$ cat src/design/tlbtp_pkg.sv
// constants for the translation buffer test port: field positions, geometry and reset values
package tlbtp_pkg;
  // geometry
  localparam int SETS     = 8;
  localparam int WAYS     = 4;
  localparam int SET_BITS = 3;
  localparam int WAY_BITS = 2;
  localparam int TAG_BITS = 17;
  localparam int PA_BITS  = 20;
  localparam int LRU_BITS = 3;
  // command register fields
  localparam int CMD_LA_LSB = 12;
  localparam int CMD_TAG_LSB = 15;
  localparam int CMD_V      = 11;
  localparam int CMD_D      = 10;
  localparam int CMD_DN     = 9;
  localparam int CMD_U      = 8;
  localparam int CMD_UN     = 7;
  localparam int CMD_W      = 6;
  localparam int CMD_WN     = 5;
  localparam int CMD_OP     = 0;
  localparam logic OP_WRITE  = 1'b0;
  localparam logic OP_LOOKUP = 1'b1;
  // data register fields
  localparam int DAT_PA_LSB  = 12;
  localparam int DAT_PCD     = 11;
  localparam int DAT_PWT     = 10;
  localparam int DAT_LRU_LSB = 7;
  localparam int DAT_HIT     = 4;
  localparam int DAT_PTR_LSB = 2;
  localparam int DAT_ENT_LSB = 10;
  // writable bits of each register, the rest read as zero
  localparam logic [31:0] CMD_MASK  = 32'hFFFF_FFE1;
  localparam logic [31:0] DATA_MASK = 32'hFFFF_FF9C;
  // register select encoding of the move port
  localparam logic SEL_CMD  = 1'b0;
  localparam logic SEL_DATA = 1'b1;
  // reset values
  localparam logic [31:0] CMD_RST  = 32'h0000_0000;
  localparam logic [31:0] DATA_RST = 32'h0000_0000;
  localparam logic [2:0]  LRU_RST  = 3'h0;
endpackage : tlbtp_pkg

$ cat src/design/tlbtp_top.sv
// translation buffer test port: command and data test registers over a 4-way, 32-entry buffer
// Functional notes
// RL1 - writing the command register starts a test write or test lookup
// RL2 - command: linear address 31:12, valid 11, protection pairs 10:5, operation bit 0
// RL3 - low three address bits pick one of eight sets; upper 17 form the tag
// RL4 - operation bit 0 means test write, 1 means test lookup
// RL5 - on write, pair 01 stores 0, 10 stores 1, others undefined
// RL6 - on lookup, pair 00 misses, 01 matches 0, 10 matches 1, 11 matches any
// RL7 - data: physical address 31:12, cache disable 11, write through 10, LRU 9:7, pointer 3:2
// RL8 - on write, data bit 4 picks pointer: 0 pseudo-LRU, 1 data bits 3:2
// RL9 - selected pointer chooses which of four entries in the set is written
// RL10 - every write makes the written entry most recently used
// RL11 - software loads the data register before the command register for writes
// RL12 - LRU field of the data register is ignored on a test write
// RL13 - after lookup, data bit 4 is 1 on hit, 0 on miss
// RL14 - after hit, bits 3:2 give the entry, top 22 bits its address and attributes
// RL15 - after hit, bits 9:7 hold the set LRU bits before this lookup updated them
// RL16 - after a miss, bits other than the hit flag are undefined
// RL17 - a hit makes the hit entry most recently used
// RL18 - duplicate address in one set never reports a hit; software avoids duplicates
// RL19 - test operations work with paging enabled
// RL20 - registers are reached only by register move transfers
// RL21 - four ways, 32 entries, eight sets of four
// RL22 - one three-bit pseudo-LRU state per set, cache replacement algorithm
// RL23 - hit needs tag match, valid and all protection pair conditions
`timescale 1ns/10ps
module tlbtp_top (
  input  wire logic        mclk,        // core clock, 125 MHz
  input  wire logic        sys_rst,     // asynchronous reset, active high
  input  wire logic        treg_wr,     // move into a test register, one-cycle strobe
  input  wire logic        treg_sel,    // 0 command register, 1 data register
  input  wire logic [31:0] treg_wdata,  // value moved from a general register
  output logic      [31:0] treg_rdata,  // value moved to a general register
  output logic             test_done    // pulse, one cycle after a command write
);

  // storage per set and way
  logic [tlbtp_pkg::TAG_BITS-1:0] tag_reg   [tlbtp_pkg::SETS][tlbtp_pkg::WAYS];
  logic [tlbtp_pkg::PA_BITS+1:0]  entry_reg [tlbtp_pkg::SETS][tlbtp_pkg::WAYS]; // pa, cache disable, write through
  logic [2:0]                     prot_reg  [tlbtp_pkg::SETS][tlbtp_pkg::WAYS]; // dirty, user, write
  logic                           valid_reg [tlbtp_pkg::SETS][tlbtp_pkg::WAYS];
  logic [tlbtp_pkg::LRU_BITS-1:0] lru_reg   [tlbtp_pkg::SETS];
  logic [31:0]                    tlb_test_command_reg;
  logic [31:0]                    tlb_test_data_reg;
  logic [31:0]                    tlb_test_data_next;

  // lookup pair condition, true bit then complement bit
  function automatic logic pair_ok(input logic t, input logic c, input logic s);
    case ({t, c})
      2'b00:   pair_ok = 1'b0;
      2'b01:   pair_ok = ~s;
      2'b10:   pair_ok = s;
      default: pair_ok = 1'b1;
    endcase
  endfunction : pair_ok

  // pseudo-LRU victim from the tree bits alone
  function automatic logic [1:0] plru_pick(input logic [2:0] l);
    plru_pick = l[0] ? {1'b1, l[2]} : {1'b0, l[1]};
  endfunction : plru_pick

  // victim: first invalid way, else the tree choice
  function automatic logic [1:0] plru_victim(input logic [2:0] l, input logic [3:0] v);
    if (!v[0]) plru_victim = 2'h0;
    else if (!v[1]) plru_victim = 2'h1;
    else if (!v[2]) plru_victim = 2'h2;
    else if (!v[3]) plru_victim = 2'h3;
    else plru_victim = plru_pick(l);
  endfunction : plru_victim

  // tree bits after touching a way, so the touched way is most recently used
  function automatic logic [2:0] plru_touch(input logic [2:0] l, input logic [1:0] w);
    logic [2:0] r;
    r = l;
    r[0] = ~w[1];
    if (w[1]) r[2] = ~w[0];
    else r[1] = ~w[0];
    plru_touch = r;
  endfunction : plru_touch

  // command decode, taken straight from the moved value
  wire cmd_wr  = treg_wr && (treg_sel == tlbtp_pkg::SEL_CMD);                       // RL1 RL20
  wire data_wr = treg_wr && (treg_sel == tlbtp_pkg::SEL_DATA);                      // RL20
  wire do_write = cmd_wr && (treg_wdata[tlbtp_pkg::CMD_OP] == tlbtp_pkg::OP_WRITE);  // RL4
  wire do_look  = cmd_wr && (treg_wdata[tlbtp_pkg::CMD_OP] == tlbtp_pkg::OP_LOOKUP); // RL4
  wire [tlbtp_pkg::SET_BITS-1:0] set_idx = treg_wdata[tlbtp_pkg::CMD_LA_LSB +: tlbtp_pkg::SET_BITS]; // RL3
  wire [tlbtp_pkg::TAG_BITS-1:0] la_tag  = treg_wdata[tlbtp_pkg::CMD_TAG_LSB +: tlbtp_pkg::TAG_BITS]; // RL3
  // protection bits to store: the true bit of each pair
  wire [2:0] prot_store = {treg_wdata[tlbtp_pkg::CMD_D], treg_wdata[tlbtp_pkg::CMD_U],
                           treg_wdata[tlbtp_pkg::CMD_W]}; // RL5

  // per-way match for the addressed set
  logic [3:0] way_match;
  logic [3:0] set_valid;
  genvar gw;
  generate
    for (gw = 0; gw < tlbtp_pkg::WAYS; gw++) begin : g_way
      assign set_valid[gw] = valid_reg[set_idx][gw];
      assign way_match[gw] = valid_reg[set_idx][gw] && treg_wdata[tlbtp_pkg::CMD_V]
                           && (tag_reg[set_idx][gw] == la_tag)
                           && pair_ok(treg_wdata[tlbtp_pkg::CMD_D], treg_wdata[tlbtp_pkg::CMD_DN],
                                      prot_reg[set_idx][gw][2])
                           && pair_ok(treg_wdata[tlbtp_pkg::CMD_U], treg_wdata[tlbtp_pkg::CMD_UN],
                                      prot_reg[set_idx][gw][1])
                           && pair_ok(treg_wdata[tlbtp_pkg::CMD_W], treg_wdata[tlbtp_pkg::CMD_WN],
                                      prot_reg[set_idx][gw][0]); // RL6 RL23
    end
  endgenerate

  // exactly one matching way counts as a hit; duplicates miss
  wire single_hit = (way_match != 4'h0) && ((way_match & (way_match - 4'h1)) == 4'h0); // RL18
  wire [1:0] hit_way = {way_match[3] | way_match[2], way_match[3] | way_match[1]};
  wire [tlbtp_pkg::LRU_BITS-1:0] set_lru = lru_reg[set_idx];
  wire [tlbtp_pkg::PA_BITS+1:0] hit_entry = entry_reg[set_idx][hit_way];

  // replacement pointer for a test write
  wire [1:0] wr_way = tlb_test_data_reg[tlbtp_pkg::DAT_HIT]
                    ? tlb_test_data_reg[tlbtp_pkg::DAT_PTR_LSB +: 2]
                    : plru_victim(set_lru, set_valid); // RL8 RL9
  // lru state after the operation, touching the written or hit way
  wire [2:0] lru_after = plru_touch(set_lru, do_write ? wr_way : hit_way); // RL10 RL17
  wire       lru_upd   = do_write || (do_look && single_hit);               // RL10 RL17

  // data register next value: software load, lookup result, or hold
  always_comb begin
    tlb_test_data_next = tlb_test_data_reg;
    if (data_wr) begin
      tlb_test_data_next = treg_wdata & tlbtp_pkg::DATA_MASK; // RL7
    end else if (do_look && single_hit) begin
      tlb_test_data_next = 32'h0000_0000;
      tlb_test_data_next[31:tlbtp_pkg::DAT_ENT_LSB] = hit_entry;                        // RL14
      tlb_test_data_next[tlbtp_pkg::DAT_LRU_LSB +: tlbtp_pkg::LRU_BITS] = set_lru;      // RL15
      tlb_test_data_next[tlbtp_pkg::DAT_HIT] = 1'b1;                                    // RL13
      tlb_test_data_next[tlbtp_pkg::DAT_PTR_LSB +: 2] = hit_way;                        // RL14
    end else if (do_look) begin
      tlb_test_data_next[tlbtp_pkg::DAT_HIT] = 1'b0; // RL13 RL16
    end
  end

  // test registers and completion pulse
  always_ff @(posedge mclk or posedge sys_rst) begin
    if (sys_rst) begin
      tlb_test_command_reg <= tlbtp_pkg::CMD_RST;
      tlb_test_data_reg    <= tlbtp_pkg::DATA_RST;
      test_done            <= 1'b0;
    end else begin
      if (cmd_wr) tlb_test_command_reg <= treg_wdata & tlbtp_pkg::CMD_MASK; // RL2
      tlb_test_data_reg <= tlb_test_data_next;
      test_done         <= cmd_wr; // RL1
    end
  end

  // buffer arrays; paging state does not gate either operation
  always_ff @(posedge mclk or posedge sys_rst) begin
    if (sys_rst) begin
      for (int s = 0; s < tlbtp_pkg::SETS; s++) begin
        lru_reg[s] <= tlbtp_pkg::LRU_RST; // RL22
        for (int w = 0; w < tlbtp_pkg::WAYS; w++) begin
          valid_reg[s][w] <= 1'b0;
          tag_reg[s][w]   <= '0;
          entry_reg[s][w] <= '0;
          prot_reg[s][w]  <= 3'h0;
        end
      end
    end else begin
      if (do_write) begin // RL19 RL21
        valid_reg[set_idx][wr_way] <= treg_wdata[tlbtp_pkg::CMD_V];
        tag_reg[set_idx][wr_way]   <= la_tag;                                                    // RL3 RL9
        entry_reg[set_idx][wr_way] <= tlb_test_data_reg[31:tlbtp_pkg::DAT_ENT_LSB];             // RL7 RL12
        prot_reg[set_idx][wr_way]  <= prot_store;                                                // RL5
      end
      if (lru_upd) lru_reg[set_idx] <= lru_after; // RL10 RL17 RL22
    end
  end

  // move-out mux between the two test registers
  assign treg_rdata = (treg_sel == tlbtp_pkg::SEL_DATA) ? tlb_test_data_reg : tlb_test_command_reg; // RL20
endmodule : tlbtp_top

$ cat config.mk
export PLATFORM = sky130hd
export DESIGN_NAME = tlbtp_top
export DESIGN_NICKNAME = d
export VERILOG_FILES = /design/src/design/tlbtp_pkg.sv /design/src/design/tlbtp_top.sv
export SDC_FILE = /design/constraint.sdc
export NUM_CORES = 2
export LEC_CHECK = 0
export ABC_AREA = 1
export BUFFER_PORTS_ARGS = -buffer_cell sky130_fd_sc_hd__buf_4
export CORE_MARGIN = 4
export CORE_UTILIZATION = 65
export CTS_BUF_LIST = sky130_fd_sc_hd__clkbuf_4
export DETAILED_ROUTE_END_ITERATION = 10
export PLACE_DENSITY_LB_ADDON = 0.25
export SLEW_MARGIN = 10
export SYNTH_ARGS = -nofsm -noshare
export SYNTH_HDL_FRONTEND = slang
export SYNTH_SLANG_ARGS = --single-unit
export TNS_END_PERCENT = 10
$ cat constraint.sdc
create_clock -name mclk -period 128 [get_ports mclk]
set_clock_uncertainty 0.2 [all_clocks]
set_input_delay 25.6 -clock mclk [delete_from_list [all_inputs] [get_ports mclk]]
set_output_delay 25.6 -clock mclk [all_outputs]
set_load 0.01 [all_outputs]
==> load_flow_metrics.sql <==
INSERT INTO impl_metrics (metric_group, metric, value, unit) VALUES
('synthesis', 'synthTopCellsByArea', 'sky130_fd_sc_hd__dfrtp_1 (56%), sky130_fd_sc_hd__nand2_1 (19%), sky130_fd_sc_hd__o21ai_0 (11%)', ''),
('final_layout', 'finish.net_count', '7969', ''),
('detailed_routing', 'antenna_violating_nets_post_route', '0', ''),
('floorplanning', 'design.die.area', '106000', 'um^2'),
('detailed_routing', 'via_per_inst', '6.18', ''),
('critical_path', 'timing.critical_path.cells', 'buf_4 > nor2_1 > a21oi_1 > buf_4', ''),
('final_layout', 'finalCoreUtilization', '70.3', '%'),
('clocking', 'cts_resized', '0', ''),
('critical_path', 'cp-end-kind', 'output pin', ''),
('floorplanning', 'floorplan.die.width', '325', 'um'),
('clocking', 'clock_latency', '1.32', 'ns'),
('grt', 'grt_pass1_wl', '322', 'mm'),
('timing', 'slew_viol_final', '0', ''),
('timing', 'report.final.hold_viol_count', '0', ''),
('synthesis', 'post_synth_design_cell_area', '65400', 'um^2'),
('final_layout', 'largest_register_ff_count', '704', ''),
('clocking', 'setup_fix_buffers_added_after_clock_tree_synthesis', '0', ''),
('floorplanning', 'ios', '69', ''),
('synthesis', 'avgSynthCellArea', '8.14', 'um^2'),
('hold_path', 'hold_depth', '2', ''),
('timing', 'max-slew-margin-rel', '15.9', '%'),
('grt', 'grt_antenna_before_repair', '10', ''),
('grt', 'track_usage', '39.4', '%'),
('critical_path', 'largest_incremental_delay_on_the_critical_path', '0.40', 'ns'),
('critical_path', 'worst_path_max_delay_cell', 'sky130_fd_sc_hd__buf_4', ''),
('detailed_routing', 'drtPass1Iterations', '7', ''),
('synthesis', 'post_synth_cell_types', '36', ''),
('critical_path', 'ff2ff_setup_slack', '123.07', 'ns'),
('timing', 'timing.final.setup_violations', '0', ''),
('clocking', 'cts_max_path_buffers', '4', ''),
('critical_path', 'critical_path_peak_fanout', '58', ''),
('power_and_ir_drop', 'power.leakage', '34.6', 'nW'),
('clocking', 'clk_pin_slew_worst_paths', '0.06', 'ns'),
('critical_path', 'critical_path_class', 'input port to output pin', ''),
('timing', 'fmaxAchievable', '19.1', 'MHz'),
('critical_path', 'startpoint_type', 'input port', ''),
('clocking', 'htree_num_levels', '5', ''),
('job', 'drv.max_cap_violation_count', '0', ''),
('synthesis', 'synthesis.instances', '8043', ''),
('timing', 'timing.final.crit_share', '40.9', '%'),
('grt', 'first_global_vias', '55600', ''),
('detailed_routing', 'detail_route.wirelength', '211', 'mm'),
('final_layout', 'fraction_of_final_layout_cells_sized_beyond_drive_strength_1', '9.70', '%'),
('clocking', 'numClockSinks', '1457', ''),
('floorplanning', 'row_count', '116', ''),
('detailed_routing', 'detail_route.iter0.violations', '8205', ''),
('clocking', 'clockRootBuffer', 'sky130_fd_sc_hd__clkbuf_4', ''),
('timing', 'layout_min_cycle_time', '52.33', 'ns'),
('grt', 'grt_remaining_overflow', '0', ''),
('synthesis', 'synth.top_cell.area_share', '55.7', '%'),
('final_layout', 'syn2layout_area_growth', '7.41', '%'),
('synthesis', 'seq_area_frac_synth', '55.7', '%'),
('critical_path', 'worst-r2r-cell-count', '21', ''),
('critical_path', 'crit_family', 'buffers and inverters', ''),
('clocking', 'cts_buffer_count', '375', ''),
('power_and_ir_drop', 'ir_worst_vdd', '0.0111', 'mV'),
('critical_path', 'crit_path_frequent_cell', 'sky130_fd_sc_hd__buf_4', ''),
('placed_design', 'place.port_buffers', '66', ''),
('detailed_routing', 'dr_total_vias', '58500', ''),
('synthesis', 'yosys_warnings', '0', ''),
('timing', 'rsz0062_at_grt', 'no', ''),
('synthesis', 'synth_nets', '8079', ''),
('power_and_ir_drop', 'power_per_cell_area', '14.6', 'nW/um^2'),
('timing', 'tightest_slew', '1.26', 'ns'),
('placed_design', 'place.detailed.hpwl', '114', 'mm'),
('detailed_routing', 'drcViolationCount', '0', ''),
('floorplanning', 'starting_density', '65.4', '%'),
('hold_path', 'timing.hold.worst.class', 'flip-flop to flip-flop', ''),
('grt', 'largest_net_degree_at_the_start_of_global_routing', '185', ''),
('clocking', 'cts_tree', 'yes', ''),
('timing', 'tns', '0', 'ns'),
('run_status', 'status', 'finished clean', ''),
('critical_path', 'critical_path_arrival', '26.53', 'ns'),
('floorplanning', 'die_height', '325', 'um'),
('synthesis', 'synth_largest_area_cell', 'sky130_fd_sc_hd__dfrtp_1', ''),
('clocking', 'postCtsHoldBufs', '0', ''),
('critical_path', 'worstPathRequired', '102.20', 'ns'),
('critical_path', 'total_stage_count_of_the_critical_path', '4', ''),
('floorplanning', 'core', '100000', 'um^2'),
('synthesis', 'number_of_register_bits_inferred_by_synthesis', '1457', ''),
('placed_design', 'globalplace.congestion', '0.898', ''),
('detailed_routing', 'wl_per_cell', '22.3', 'um'),
('critical_path', 'critPathBufInv', '2', '');
-- worst register-to-register path: stages, from the launching register on --
cell	delay [ns]
sky130_fd_sc_hd__dfrtp_1	0.39
sky130_fd_sc_hd__inv_1	0.06
sky130_fd_sc_hd__nand2_1	0.05
sky130_fd_sc_hd__o211ai_1	0.13
sky130_fd_sc_hd__nand2_1	0.10
sky130_fd_sc_hd__o21ai_0	0.43
sky130_fd_sc_hd__nand2_1	0.09
sky130_fd_sc_hd__nor2_1	0.12
sky130_fd_sc_hd__nand2_1	0.06
sky130_fd_sc_hd__nor2_1	0.24
sky130_fd_sc_hd__nand3_2	0.41
sky130_fd_sc_hd__nand2_2	0.22
sky130_fd_sc_hd__buf_4	0.72
sky130_fd_sc_hd__nand2_1	0.12
sky130_fd_sc_hd__clkinv_1	0.08
sky130_fd_sc_hd__nor2_1	0.04
sky130_fd_sc_hd__nand2_1	0.06
sky130_fd_sc_hd__buf_4	0.44
sky130_fd_sc_hd__nand2_2	0.50
sky130_fd_sc_hd__nand2_1	0.30
sky130_fd_sc_hd__nand2_1	0.08
sky130_fd_sc_hd__nand2_1	0.06
-- metal layers --
metal | vias to the layer above | track usage, % | wire (um) | part of all wire, %
met5 | - | 0.181 | 58 | 0.028
met4 | 10 | 24.8 | 15000 | 7.1
met2 | 3896 | 60.0 | 92200 | 44
met3 | 930 | 10.1 | 26500 | 13
li1 | 26200 | - | - | -
met1 | 27500 | 51.1 | 76800 | 36
-- cells in the mapped netlist, drive strengths merged --
library cell,count
inv,177
nand2,3244
a21oi,38
nand3,221
xor2,1
a22oi,88
buf,313
a22o,45
a2bb2oi,1
o2bb2ai,2
a211oi,3
nor2,298
or2,17
o22ai,2
o211ai,59
conb,1
nand4,63
clkinv,19
and3,4
a221oi,95
nor3,2
clkbuf,347
dfrtp,1457
o21ai,1544
a32o,2
-- kinds of logic after synthesis --
| family | Yosys count | share of synthesized area, % |
|---|---|---|
| AOI/OAI and AO/OA | 1879 | 15.8 |
| other | 1 | 0.00573 |
| and+or+nand+nor | 3849 | 23.0 |
| xor gates and xnor gates | 1 | 0.0134 |
| buffers and inverters | 856 | 5.51 |
| DFF | 1457 | 55.7 |
-- layout by cell type (no fill, tap or decap), drive strengths merged --
cell type	netlist	layout
a211oi	3	3
a21oi	38	38
a221oi	95	95
a22o	45	45
a22oi	88	88
a2bb2oi	1	1
a32o	2	2
and3	4	4
buf	313	173
bufinv	0	5
clkbuf	347	523
clkinv	19	84
clkinvlp	0	3
conb	1	1
dfrtp	1457	1457
diode	0	14
inv	177	181
nand2	3244	3244
nand3	221	221
nand4	63	63
nor2	298	298
nor3	2	2
o211ai	59	59
o21ai	1544	1544
o22ai	2	2
o2bb2ai	2	2
or2	17	17
xor2	1	1
-- per-stage QoR --
stage | hold WS (ns) | setup slack [ns] | total power (W) | instances | area [um^2]
2_1_floorplan | 0.242 | 61.11 | 0.000613 | 8043 | 65400
3_3_place_gp | 0.255 | 75.73 | 0.000644 | 8854 | 65900
4_1_cts | 0.275 | 75.69 | 0.00103 | 9454 | 70300
5_1_grt | 0.296 | 75.61 | 0.00107 | 9459 | 70300
3_5_place_dp | 0.259 | 75.70 | 0.000650 | 8854 | 65900
6_report | 0.278 | 75.67 | 0.00103 | 9468 | 70300
-- power breakdown --
group | switching (W) | internal [W]
logic | 0.0000816 | 0.0000355
registers | 0.0000250 | 0.000503
clock network | 0.000186 | 0.000196
total | 0.000293 | 0.000735
-- path summary, 6_finish.rpt --
path | from | to
hold / removal | tag_reg[317] | tag_reg[317]
max in group asynchronous | sys_rst | entry_reg[418]
hold reg to reg | tag_reg[317] | tag_reg[317]
setup / recovery | treg_sel | treg_rdata[20]
min in group asynchronous | sys_rst | tag_reg[328]
setup reg to reg | tag_reg[150] | lru_reg[11]
-- layout make-up --
type                    count  area (um^2)
well taps                1298         1620
fillers                  7890        29700
clock inverters            77          437
diodes                     14         35.0
flip-flops and latches   1457        36500
inverters                 196          753
repair buffers            173         1380
multi-input cells        5730        25700
clock buffers             523         3930
(Power assumes the default switching activity.)
